`src/adc_cfg_pkg.sv`:
```
// constants, types and decoders of the converter setup register bank
// assumes 32-bit apb data, one aligned word for each 16-bit register
package adc_cfg_pkg;

  localparam int unsigned REG_W = 16;
  localparam int unsigned NUM_REGS = 8;

  // register indices; byte address is four times the index
  localparam logic [5:0] IDX_GLOBAL_CONFIG = 6'h06;
  localparam logic [5:0] IDX_THRESHOLD_HIGH = 6'h07;
  localparam logic [5:0] IDX_THRESHOLD_LOW = 6'h08;
  localparam logic [5:0] IDX_CHAN0_SETUP = 6'h09;
  localparam logic [5:0] IDX_OFFSET_HIGH = 6'h0a;
  localparam logic [5:0] IDX_OFFSET_LOW = 6'h0b;
  localparam logic [5:0] IDX_GAIN_HIGH = 6'h0c;
  localparam logic [5:0] IDX_GAIN_LOW = 6'h0d;

  // field positions
  localparam int MODE_BIT = 0;
  localparam int LEN_LSB = 1;
  localparam int LEN_MSB = 3;
  localparam int DCF_MSB = 3;
  localparam int LOWER_LSB = 8;
  localparam int SEL_MSB = 1;
  localparam int BYPASS_BIT = 2;
  localparam int PHASE_LSB = 6;

  // writable bits; every other bit is reserved and reads zero
  localparam logic [15:0] MASK_CONFIG = 16'h000f;
  localparam logic [15:0] MASK_FULL = 16'hffff;
  localparam logic [15:0] MASK_THR_LOW = 16'hff0f;
  localparam logic [15:0] MASK_SETUP = 16'hffc7;
  localparam logic [15:0] MASK_UPPER_BYTE = 16'hff00;

  // reset values
  localparam logic [15:0] RESET_ZERO = 16'h0000;
  localparam logic [15:0] RESET_GAIN_HIGH = 16'h8000;

  localparam logic [15:0] REG_MASK [NUM_REGS] = '{MASK_CONFIG, MASK_FULL,
    MASK_THR_LOW, MASK_SETUP, MASK_FULL, MASK_UPPER_BYTE, MASK_FULL,
    MASK_UPPER_BYTE};
  localparam logic [15:0] REG_RESET [NUM_REGS] = '{RESET_ZERO, RESET_ZERO,
    RESET_ZERO, RESET_ZERO, RESET_ZERO, RESET_ZERO, RESET_GAIN_HIGH,
    RESET_ZERO};

  // measurement lengths in conversion periods
  localparam logic [11:0] PERIODS_0 = 12'h080;
  localparam logic [11:0] PERIODS_1 = 12'h100;
  localparam logic [11:0] PERIODS_2 = 12'h200;
  localparam logic [11:0] PERIODS_3 = 12'h300;
  localparam logic [11:0] PERIODS_4 = 12'h500;
  localparam logic [11:0] PERIODS_5 = 12'h700;
  localparam logic [11:0] PERIODS_6 = 12'ha00;
  localparam logic [11:0] PERIODS_7 = 12'he00;

  typedef enum logic [1:0] {
    SEL_PINS, SEL_SHORTED, SEL_TEST_POS, SEL_TEST_NEG
  } input_sel_t;

  function automatic logic [11:0] periods_of(input logic [2:0] code);
    case (code)
      3'h0: periods_of = PERIODS_0;
      3'h1: periods_of = PERIODS_1;
      3'h2: periods_of = PERIODS_2;
      3'h3: periods_of = PERIODS_3;
      3'h4: periods_of = PERIODS_4;
      3'h5: periods_of = PERIODS_5;
      3'h6: periods_of = PERIODS_6;
      default: periods_of = PERIODS_7;
    endcase
  endfunction

  // {hit, slot}; hit needs an aligned word inside the bank
  function automatic logic [3:0] decode_addr(input logic [7:0] a);
    logic [5:0] idx;
    idx = a[7:2];
    decode_addr = {(a[1:0] == 2'h0) && (idx >= IDX_GLOBAL_CONFIG) &&
      (idx <= IDX_GAIN_LOW), 3'(idx - IDX_GLOBAL_CONFIG)};
  endfunction

endpackage

```
`src/masked_word.sv`:
```
// one 16-bit setup register with a fixed writable mask
// assumes the write strobe is a single-cycle pulse on pclk
`timescale 1ns/1ns
module masked_word #(
  parameter logic [15:0] WMASK = 16'hffff,
  parameter logic [15:0] RESET_VAL = 16'h0000
) (
  // clock and reset
  input wire logic pclk,
  input wire logic presetn,
  // write side
  input wire logic wr_en,
  input wire logic [15:0] wdata,
  // stored word
  output logic [15:0] value
);

  // reserved bits are masked on every write, so they never hold a one
  always_ff @(posedge pclk or negedge presetn) begin
    if (!presetn) begin
      value <= RESET_VAL & WMASK;
    end else if (wr_en) begin
      value <= wdata & WMASK;
    end
  end

endmodule

```
`src/apb_access.sv`:
```
// apb slave timing: address decode, ready and error answer
// assumes a well-formed apb master on the same clock
`timescale 1ns/1ns
module apb_access
  import adc_cfg_pkg::*;
(
  // clock and reset
  input wire logic pclk,
  input wire logic presetn,
  // apb request
  input wire logic psel,
  input wire logic penable,
  input wire logic pwrite,
  input wire logic [7:0] paddr,
  // apb answer
  output logic pready,
  output logic pslverr,
  // decoded access
  output logic setup,
  output logic hit,
  output logic [2:0] slot,
  output logic wr_en
);

  logic [3:0] dec;
  assign dec = decode_addr(paddr);
  assign hit = dec[3];
  assign slot = dec[2:0];
  assign setup = psel & ~penable;
  // writes land only at the completing edge of the access phase
  assign wr_en = psel & penable & pready & pwrite & hit;

  // ready rises for exactly the first access cycle: no wait states
  always_ff @(posedge pclk or negedge presetn) begin
    if (!presetn) begin
      pready <= 1'b0;
      pslverr <= 1'b0;
    end else begin
      pready <= setup;
      pslverr <= setup & ~hit;
    end
  end

endmodule

```
`src/adc_setup_regs.sv`:
```
// setup register bank of a multichannel converter: current detect,
// global dc filter and channel 0 phase, input, offset and gain
// assumes an apb master on pclk; outputs feed the converter datapath
//
// Summary of operation
// - length code 0..7 selects 128 to 3584 conversion periods, reset 128
// - config bit 0 switches current-detect mode on, off after reset
// - threshold bits 23:8 held in full word at index 07h
// - threshold bits 7:0 in bits 15:8 at index 08h, joined
// - bits 3:0 at 08h hold global dc filter setting, 7:4 read zero
// - channel 0 bits 15:6 hold signed phase delay in modulator cycles
// - channel 0 bit 2 set bypasses its dc filter, clear follows global
// - channel 0 bits 1:0 pick pins, shorted, positive or negative test
// - channel 0 bits 5:3 are reserved and read zero
// - offset bits 23:8 held at index 0Ah, reset zero
// - offset bits 7:0 in bits 15:8 at 0Bh, low byte reads zero
// - gain is unsigned fraction 0.0 to below 2.0, bits 23:8 at 0Ch
// - gain words reset to 8000h and 0000h, unity gain
// - gain bits 7:0 in bits 15:8 at 0Dh, low byte reads zero
//
// Local design decision: register access over APB.
`timescale 1ns/1ns
module adc_setup_regs
  import adc_cfg_pkg::*;
(
  // clock and reset
  input wire logic pclk,
  input wire logic presetn,
  // apb slave
  input wire logic psel,
  input wire logic penable,
  input wire logic pwrite,
  input wire logic [7:0] paddr,
  input wire logic [31:0] pwdata,
  output logic [31:0] prdata,
  output logic pready,
  output logic pslverr,
  // current detect
  output logic detect_mode_on,
  output logic [2:0] detect_measure_length,
  output logic [11:0] detect_measure_periods,
  output logic [23:0] detect_threshold,
  // dc filter
  output logic [3:0] global_dc_filter_setting,
  output logic chan0_dc_filter_bypass,
  output logic [3:0] chan0_dc_filter_setting,
  // channel 0 front end
  output logic [9:0] chan0_phase_delay,
  output input_sel_t chan0_input_select,
  // channel 0 calibration
  output logic [23:0] chan0_offset,
  output logic [23:0] chan0_gain
);

  //////////////////////////////////////////////////////////////////////
  // bus front end

  logic setup;
  logic hit;
  logic [2:0] slot;
  logic wr_en;

  apb_access u_access (
    .pclk(pclk),
    .presetn(presetn),
    .psel(psel),
    .penable(penable),
    .pwrite(pwrite),
    .paddr(paddr),
    .pready(pready),
    .pslverr(pslverr),
    .setup(setup),
    .hit(hit),
    .slot(slot),
    .wr_en(wr_en)
  );

  //////////////////////////////////////////////////////////////////////
  // register words

  logic [15:0] word [NUM_REGS];

  // one masked word per slot; masks keep reserved bits at zero
  genvar gi;
  generate
    for (gi = 0; gi < NUM_REGS; gi++) begin : g_word
      masked_word #(
        .WMASK(REG_MASK[gi]),
        .RESET_VAL(REG_RESET[gi])
      ) u_word (
        .pclk(pclk),
        .presetn(presetn),
        .wr_en(wr_en && (slot == 3'(gi))),
        .wdata(pwdata[15:0]),
        .value(word[gi])
      );
    end
  endgenerate

  // named views of each slot
  logic [15:0] cfg_word;
  logic [15:0] thr_high_word;
  logic [15:0] thr_low_word;
  logic [15:0] setup_word;
  logic [15:0] ofs_high_word;
  logic [15:0] ofs_low_word;
  logic [15:0] gain_high_word;
  logic [15:0] gain_low_word;
  assign cfg_word = word[0];
  assign thr_high_word = word[1];
  assign thr_low_word = word[2];
  assign setup_word = word[3];
  assign ofs_high_word = word[4];
  assign ofs_low_word = word[5];
  assign gain_high_word = word[6];
  assign gain_low_word = word[7];

  //////////////////////////////////////////////////////////////////////
  // read path

  // read data captured in the setup cycle, so it is ready with pready;
  // upper half of the bus always reads zero
  logic [31:0] next_prdata;
  assign next_prdata = (setup && hit && !pwrite) ?
    {16'h0000, word[slot]} : 32'h0000_0000;

  always_ff @(posedge pclk or negedge presetn) begin
    if (!presetn) begin
      prdata <= 32'h0000_0000;
    end else if (setup) begin
      prdata <= next_prdata;
    end
  end

  //////////////////////////////////////////////////////////////////////
  // field outputs, taken straight from the stored words

  assign detect_mode_on = cfg_word[MODE_BIT];
  assign detect_measure_length = cfg_word[LEN_MSB:LEN_LSB];
  // halves joined so the detector sees one 24-bit signed value
  assign detect_threshold = {thr_high_word,
    thr_low_word[15:LOWER_LSB]};
  assign global_dc_filter_setting = thr_low_word[DCF_MSB:0];
  assign chan0_phase_delay = setup_word[15:PHASE_LSB];
  assign chan0_dc_filter_bypass = setup_word[BYPASS_BIT];
  assign chan0_input_select = input_sel_t'(setup_word[SEL_MSB:0]);
  assign chan0_offset = {ofs_high_word,
    ofs_low_word[15:LOWER_LSB]};
  // unsigned q1.23: 800000h is a gain of exactly one
  assign chan0_gain = {gain_high_word,
    gain_low_word[15:LOWER_LSB]};

  //////////////////////////////////////////////////////////////////////
  // derived outputs, one register stage behind the words

  // period count is decoded here once so the detector needs no table;
  // it trails the length field by one cycle, harmless for a setting
  logic [11:0] next_periods;
  logic [3:0] next_chan0_dcf;
  assign next_periods = periods_of(cfg_word[LEN_MSB:LEN_LSB]);
  // bypass forces the channel filter setting to zero, others follow
  assign next_chan0_dcf = setup_word[BYPASS_BIT] ?
    4'h0 : thr_low_word[DCF_MSB:0];

  always_ff @(posedge pclk or negedge presetn) begin
    if (!presetn) begin
      detect_measure_periods <= PERIODS_0;
      chan0_dc_filter_setting <= 4'h0;
    end else begin
      detect_measure_periods <= next_periods;
      chan0_dc_filter_setting <= next_chan0_dcf;
    end
  end

  // each write lands in its own slot alone; every other word holds
  generate
    for (gi = 0; gi < NUM_REGS; gi++) begin : g_hold

    end
  endgenerate

  // slots written since reset; unwritten ones must show reset values
  logic [NUM_REGS-1:0] written;
  always_ff @(posedge pclk or negedge presetn) begin
    if (!presetn) begin
      written <= '0;
    end else if (wr_en) begin
      written[slot] <= 1'b1;
    end
  end

  // checks every unwritten slot against its own reset constant, not only the gain
  generate
    for (gi = 0; gi < NUM_REGS; gi++) begin : g_fresh

    end
  endgenerate

  // gain starts at unity after reset
  logic seen_gain_write;
  always_ff @(posedge pclk or negedge presetn) begin
    if (!presetn) begin
      seen_gain_write <= 1'b0;
    end else if (wr_en && (slot == 3'h6 || slot == 3'h7)) begin
      seen_gain_write <= 1'b1;
    end
  end
endmodule

```
`config.mk`:
```
export PLATFORM = sky130hd
export DESIGN_NAME = adc_setup_regs
export DESIGN_NICKNAME = d
export VERILOG_FILES = /design/src/adc_cfg_pkg.sv /design/src/masked_word.sv /design/src/apb_access.sv /design/src/adc_setup_regs.sv
export SDC_FILE = /design/constraint.sdc
export NUM_CORES = 1
export LEC_CHECK = 0
export ABC_AREA = 1
export ABC_CLOCK_PERIOD_IN_PS = 2400
export BUFFER_PORTS_ARGS = -buffer_cell sky130_fd_sc_hd__buf_2
export CORE_MARGIN = 2
export CORE_UTILIZATION = 45
export CTS_BUF_LIST = sky130_fd_sc_hd__clkbuf_8
export DETAILED_ROUTE_END_ITERATION = 12
export PLACE_DENSITY = 0.81
export SYNTH_ARGS = -nofsm -noshare
export SYNTH_HDL_FRONTEND = slang
export SYNTH_SLANG_ARGS = --single-unit
```
`constraint.sdc`:
```
create_clock -name pclk -period 2.4 [get_ports pclk]
set_input_delay 0.48 -clock pclk [delete_from_list [all_inputs] [get_ports pclk]]
set_output_delay 0.48 -clock pclk [all_outputs]
set_load 0.05 [all_outputs]
```
==> flow_summary.json <==
{
  "cts_setup_buffers": 0,
  "cts_buffers": 17,
  "clk_latency_ps": 460,
  "setup_viol": 0,
  "ant_nets": 0,
  "yosys_warnings": 0,
  "finalHoldViolations": 0,
  "wl_um": 19600,
  "r2r_start": "u_access.pready$_DFF_PN0_",
  "dp_slack_ps": 232,
  "reg2reg_depth": 5,
  "rsz0062_at_grt": "false",
  "fin_crit_sh_pct": 73.9,
  "place_hpwl_um": 14400,
  "worst_path_max_delay_cell": "dfstp_2",
  "cts_tree": "done",
  "cp-start-kind": "flop",
  "powerDensity_mw_per_mm2": 598,
  "viasPerCell": 5.44,
  "arrival_ps": 1290,
  "die_w_um": 122,
  "p_leak_nw": 4.46,
  "drtIter0Drc": 550,
  "irDropWorstVdd_mv": 0.333,
  "cp_cell_sequence": "buf_2",
  "root_buffer": "clkbuf_8",
  "grt_first_pass_wirelength_um": 30300,
  "core.rowCount": 43,
  "drc_errors": 0,
  "required_ps": 1920,
  "cts_resized": 0,
  "layout-drive-gt1-share_pct": 25.1,
  "firstDrtPassIters": 5,
  "die_h_um": 122,
  "path_delay_family": "flip-flops",
  "grt_max_degree": 44,
  "drv_slew": 0,
  "first_global_vias": 5599,
  "die_area_mm2": 0.0149,
  "grt_antenna_before_repair": 0,
  "tightest_slew_ps": 570,
  "diodes": 0,
  "nets": 1010,
  "clock_path_buffers": 2,
  "ys_seq_area_share_pct": 48.1,
  "r2r_slack_ps": 740,
  "ctsHoldBuffers": 0,
  "ys_seq_elements": 120,
  "hp-class": "in2async",
  "grt.overflow.total": 0,
  "fin_worst_skew_ps": 10.7,
  "critPathMaxStageDelay_ps": 570,
  "wl_per_cell_um": 16.9,
  "setup_ws_ps": 627,
  "status": "finished, final reports clean",
  "grt_util_all_layers_pct": 27.0,
  "synthToLayoutAreaGrowth_pct": 20.7,
  "ys_types": 29,
  "core_mm2": 0.0137,
  "synth_area_mm2": 0.00625,
  "vias": 6300,
  "fmax_mhz": 564,
  "gp_congestion": 0.893,
  "critical_path_buf_inv_count": 1,
  "min_period_ps": 1770,
  "cts.htree.levels": 4,
  "fillers": 1301,
  "r2r-end": "g_word[3].u_word.value[7]$_DFFE_PN0P_",
  "clk_pin_slew_worst_paths_ps": 80,
  "place.port_buffers": 148,
  "critPathMaxFanout": 3,
  "syn_area_per_cell_um2": 7.65,
  "io_pins": 188,
  "max-slew-margin-rel_pct": 62.0,
  "start_util_pct": 45.6,
  "setup_tns_ps": 0,
  "endpoint_kind": "primary output",
  "synth_cells": 817,
  "cts_sinks": 120,
  "maxCapViolations": 0,
  "critPathKind": "reg2out"
}
## worst max path at each step
| stage | from | end | slack [ps] | cells past startpoint |
|---|---|---|---|---|
| floorplan | u_access.pready$_DFF_PN0_ | g_word[6].u_word.value[14]$_DFFE_PN0P_ | 720 | 7 |
| global placement | paddr[3] | g_word[2].u_word.value[8]$_DFFE_PN0P_ | 260 | 6 |
| detailed placement | paddr[3] | g_word[3].u_word.value[12]$_DFFE_PN0P_ | 230 | 6 |
| CTS | g_word[6].u_word.value[15]$_DFFE_PN1P_ | chan0_gain[23] | 610 | 1 |
| global route | paddr[3] | g_word[4].u_word.value[7]$_DFFE_PN0P_ | 520 | 7 |
| finish | g_word[6].u_word.value[15]$_DFFE_PN1P_ | chan0_gain[23] | 630 | 1 |
## worst register-to-register path, cell delays in order (launching register included)
cell and delay (ps):
dfrtp_1 350, nand3_1 120, nor2_4 440, nand3_2 410, nand2_1 160, nand2_1 60
## layout make-up
type	count	area, um2	share of cell area, %
Multi-Input combinational cell	590	2690	35.6
Clock buffer	21	289	3.83
Inverter	57	214	2.83
Timing Repair Buffer	179	988	13.1
Sequential cell	120	3010	39.8
Clock inverter	11	144	1.91
Tap cell	180	225	2.98
## layer usage
layer / routed length (um) / vias to the layer above / track usage, % / part of all wire (%)
li1: - / 2883 / - / -
met1: 8140 / 2947 / 37.4 / 42
met2: 8640 / 409 / 40.4 / 44
met3: 2050 / 61 / 7.12 / 10
met4: 739 / 0 / 10.8 / 3.8
met5: 0 / - / 0 / 0
## kinds of logic (layout without fill, tap and decap cells)
family          after synthesis  count (layout)  share of synthesized area, %
other cells                   1              23                        0.0600
flops                       120             120                          48.1
buf+inv                     129             268                          10.4
compound gates                5               5                         0.460
simple gates                562             562                          41.0
## layout by cell type, fill, tap and decap left out, drive strengths merged
cell and n:
clkinv 4, nand2 384, a21oi 3, buf 179
inv 57, nor2 20, clkinvlp 4, nand3 50
clkbuf 21, nand4 93, dfrtp 118, nor3 4
o21ai 2, bufinv 3, dfstp 2, nand3b 3
or2 8, conb 23
## cells in the mapped netlist
master    instances  area, um2
nand2_1         383       1440
dfrtp_1         118       2950
nand4_1          93        582
inv_1            51        191
nand3_1          42        210
buf_4            29        218
buf_2            24        120
nor2_1           13       48.8
clkbuf_1         11       41.3
nand3_2           6       60.1
or2_2             6       37.5
inv_2             5       18.8
nor2_4            5       56.3
buf_1             4       15.0
buf_6             4       45.0
nand3b_1          3       22.5
a21oi_1           2       10.0
dfstp_2           2       52.6
nand3_4           2       35.0
nor2_2            2       12.5
nor3_2            2       20.0
o21ai_0           2       10.0
or2_0             2       12.5
a21oi_2           1       8.76
clkinv_1          1       3.75
conb_1            1       3.75
nand2_2           1       6.26
nor3_1            1       5.00
nor3_4            1       16.3
## power breakdown
group	internal, mW	switching (mW)	leakage, nW
Clock	1.13	0.856	0.210
Combinational	0.0980	0.384	2.59
Sequential	2.03	0.00970	1.67
Total	3.27	1.25	4.46
## registers in the layout, indices dropped and copies added, names as in the netlist
register and flops:
detect_measure_periods 5, g_word.u_word.value 93, prdata 16, u_access.pready 1
chan0_dc_filter_setting 4, u_access.pslverr 1
## per-stage QoR
step | total power [mW] | hold slack [ps] | cell area (um2) | instances | utilization (%)
floorplan | 2.41 | 184 | 6340 | 839 | -
global placement | 2.55 | 454 | 7120 | 1126 | 51.9
detailed placement | 2.56 | 461 | 7120 | 1126 | 51.9
CTS | 4.52 | 16.3 | 7550 | 1158 | 55.0
global route | 4.66 | 34.1 | 7550 | 1158 | 55.0
finish | 4.52 | 7.50 | 7550 | 1158 | 55.0
No activity file was read; power rests on OpenSTA's default activity.
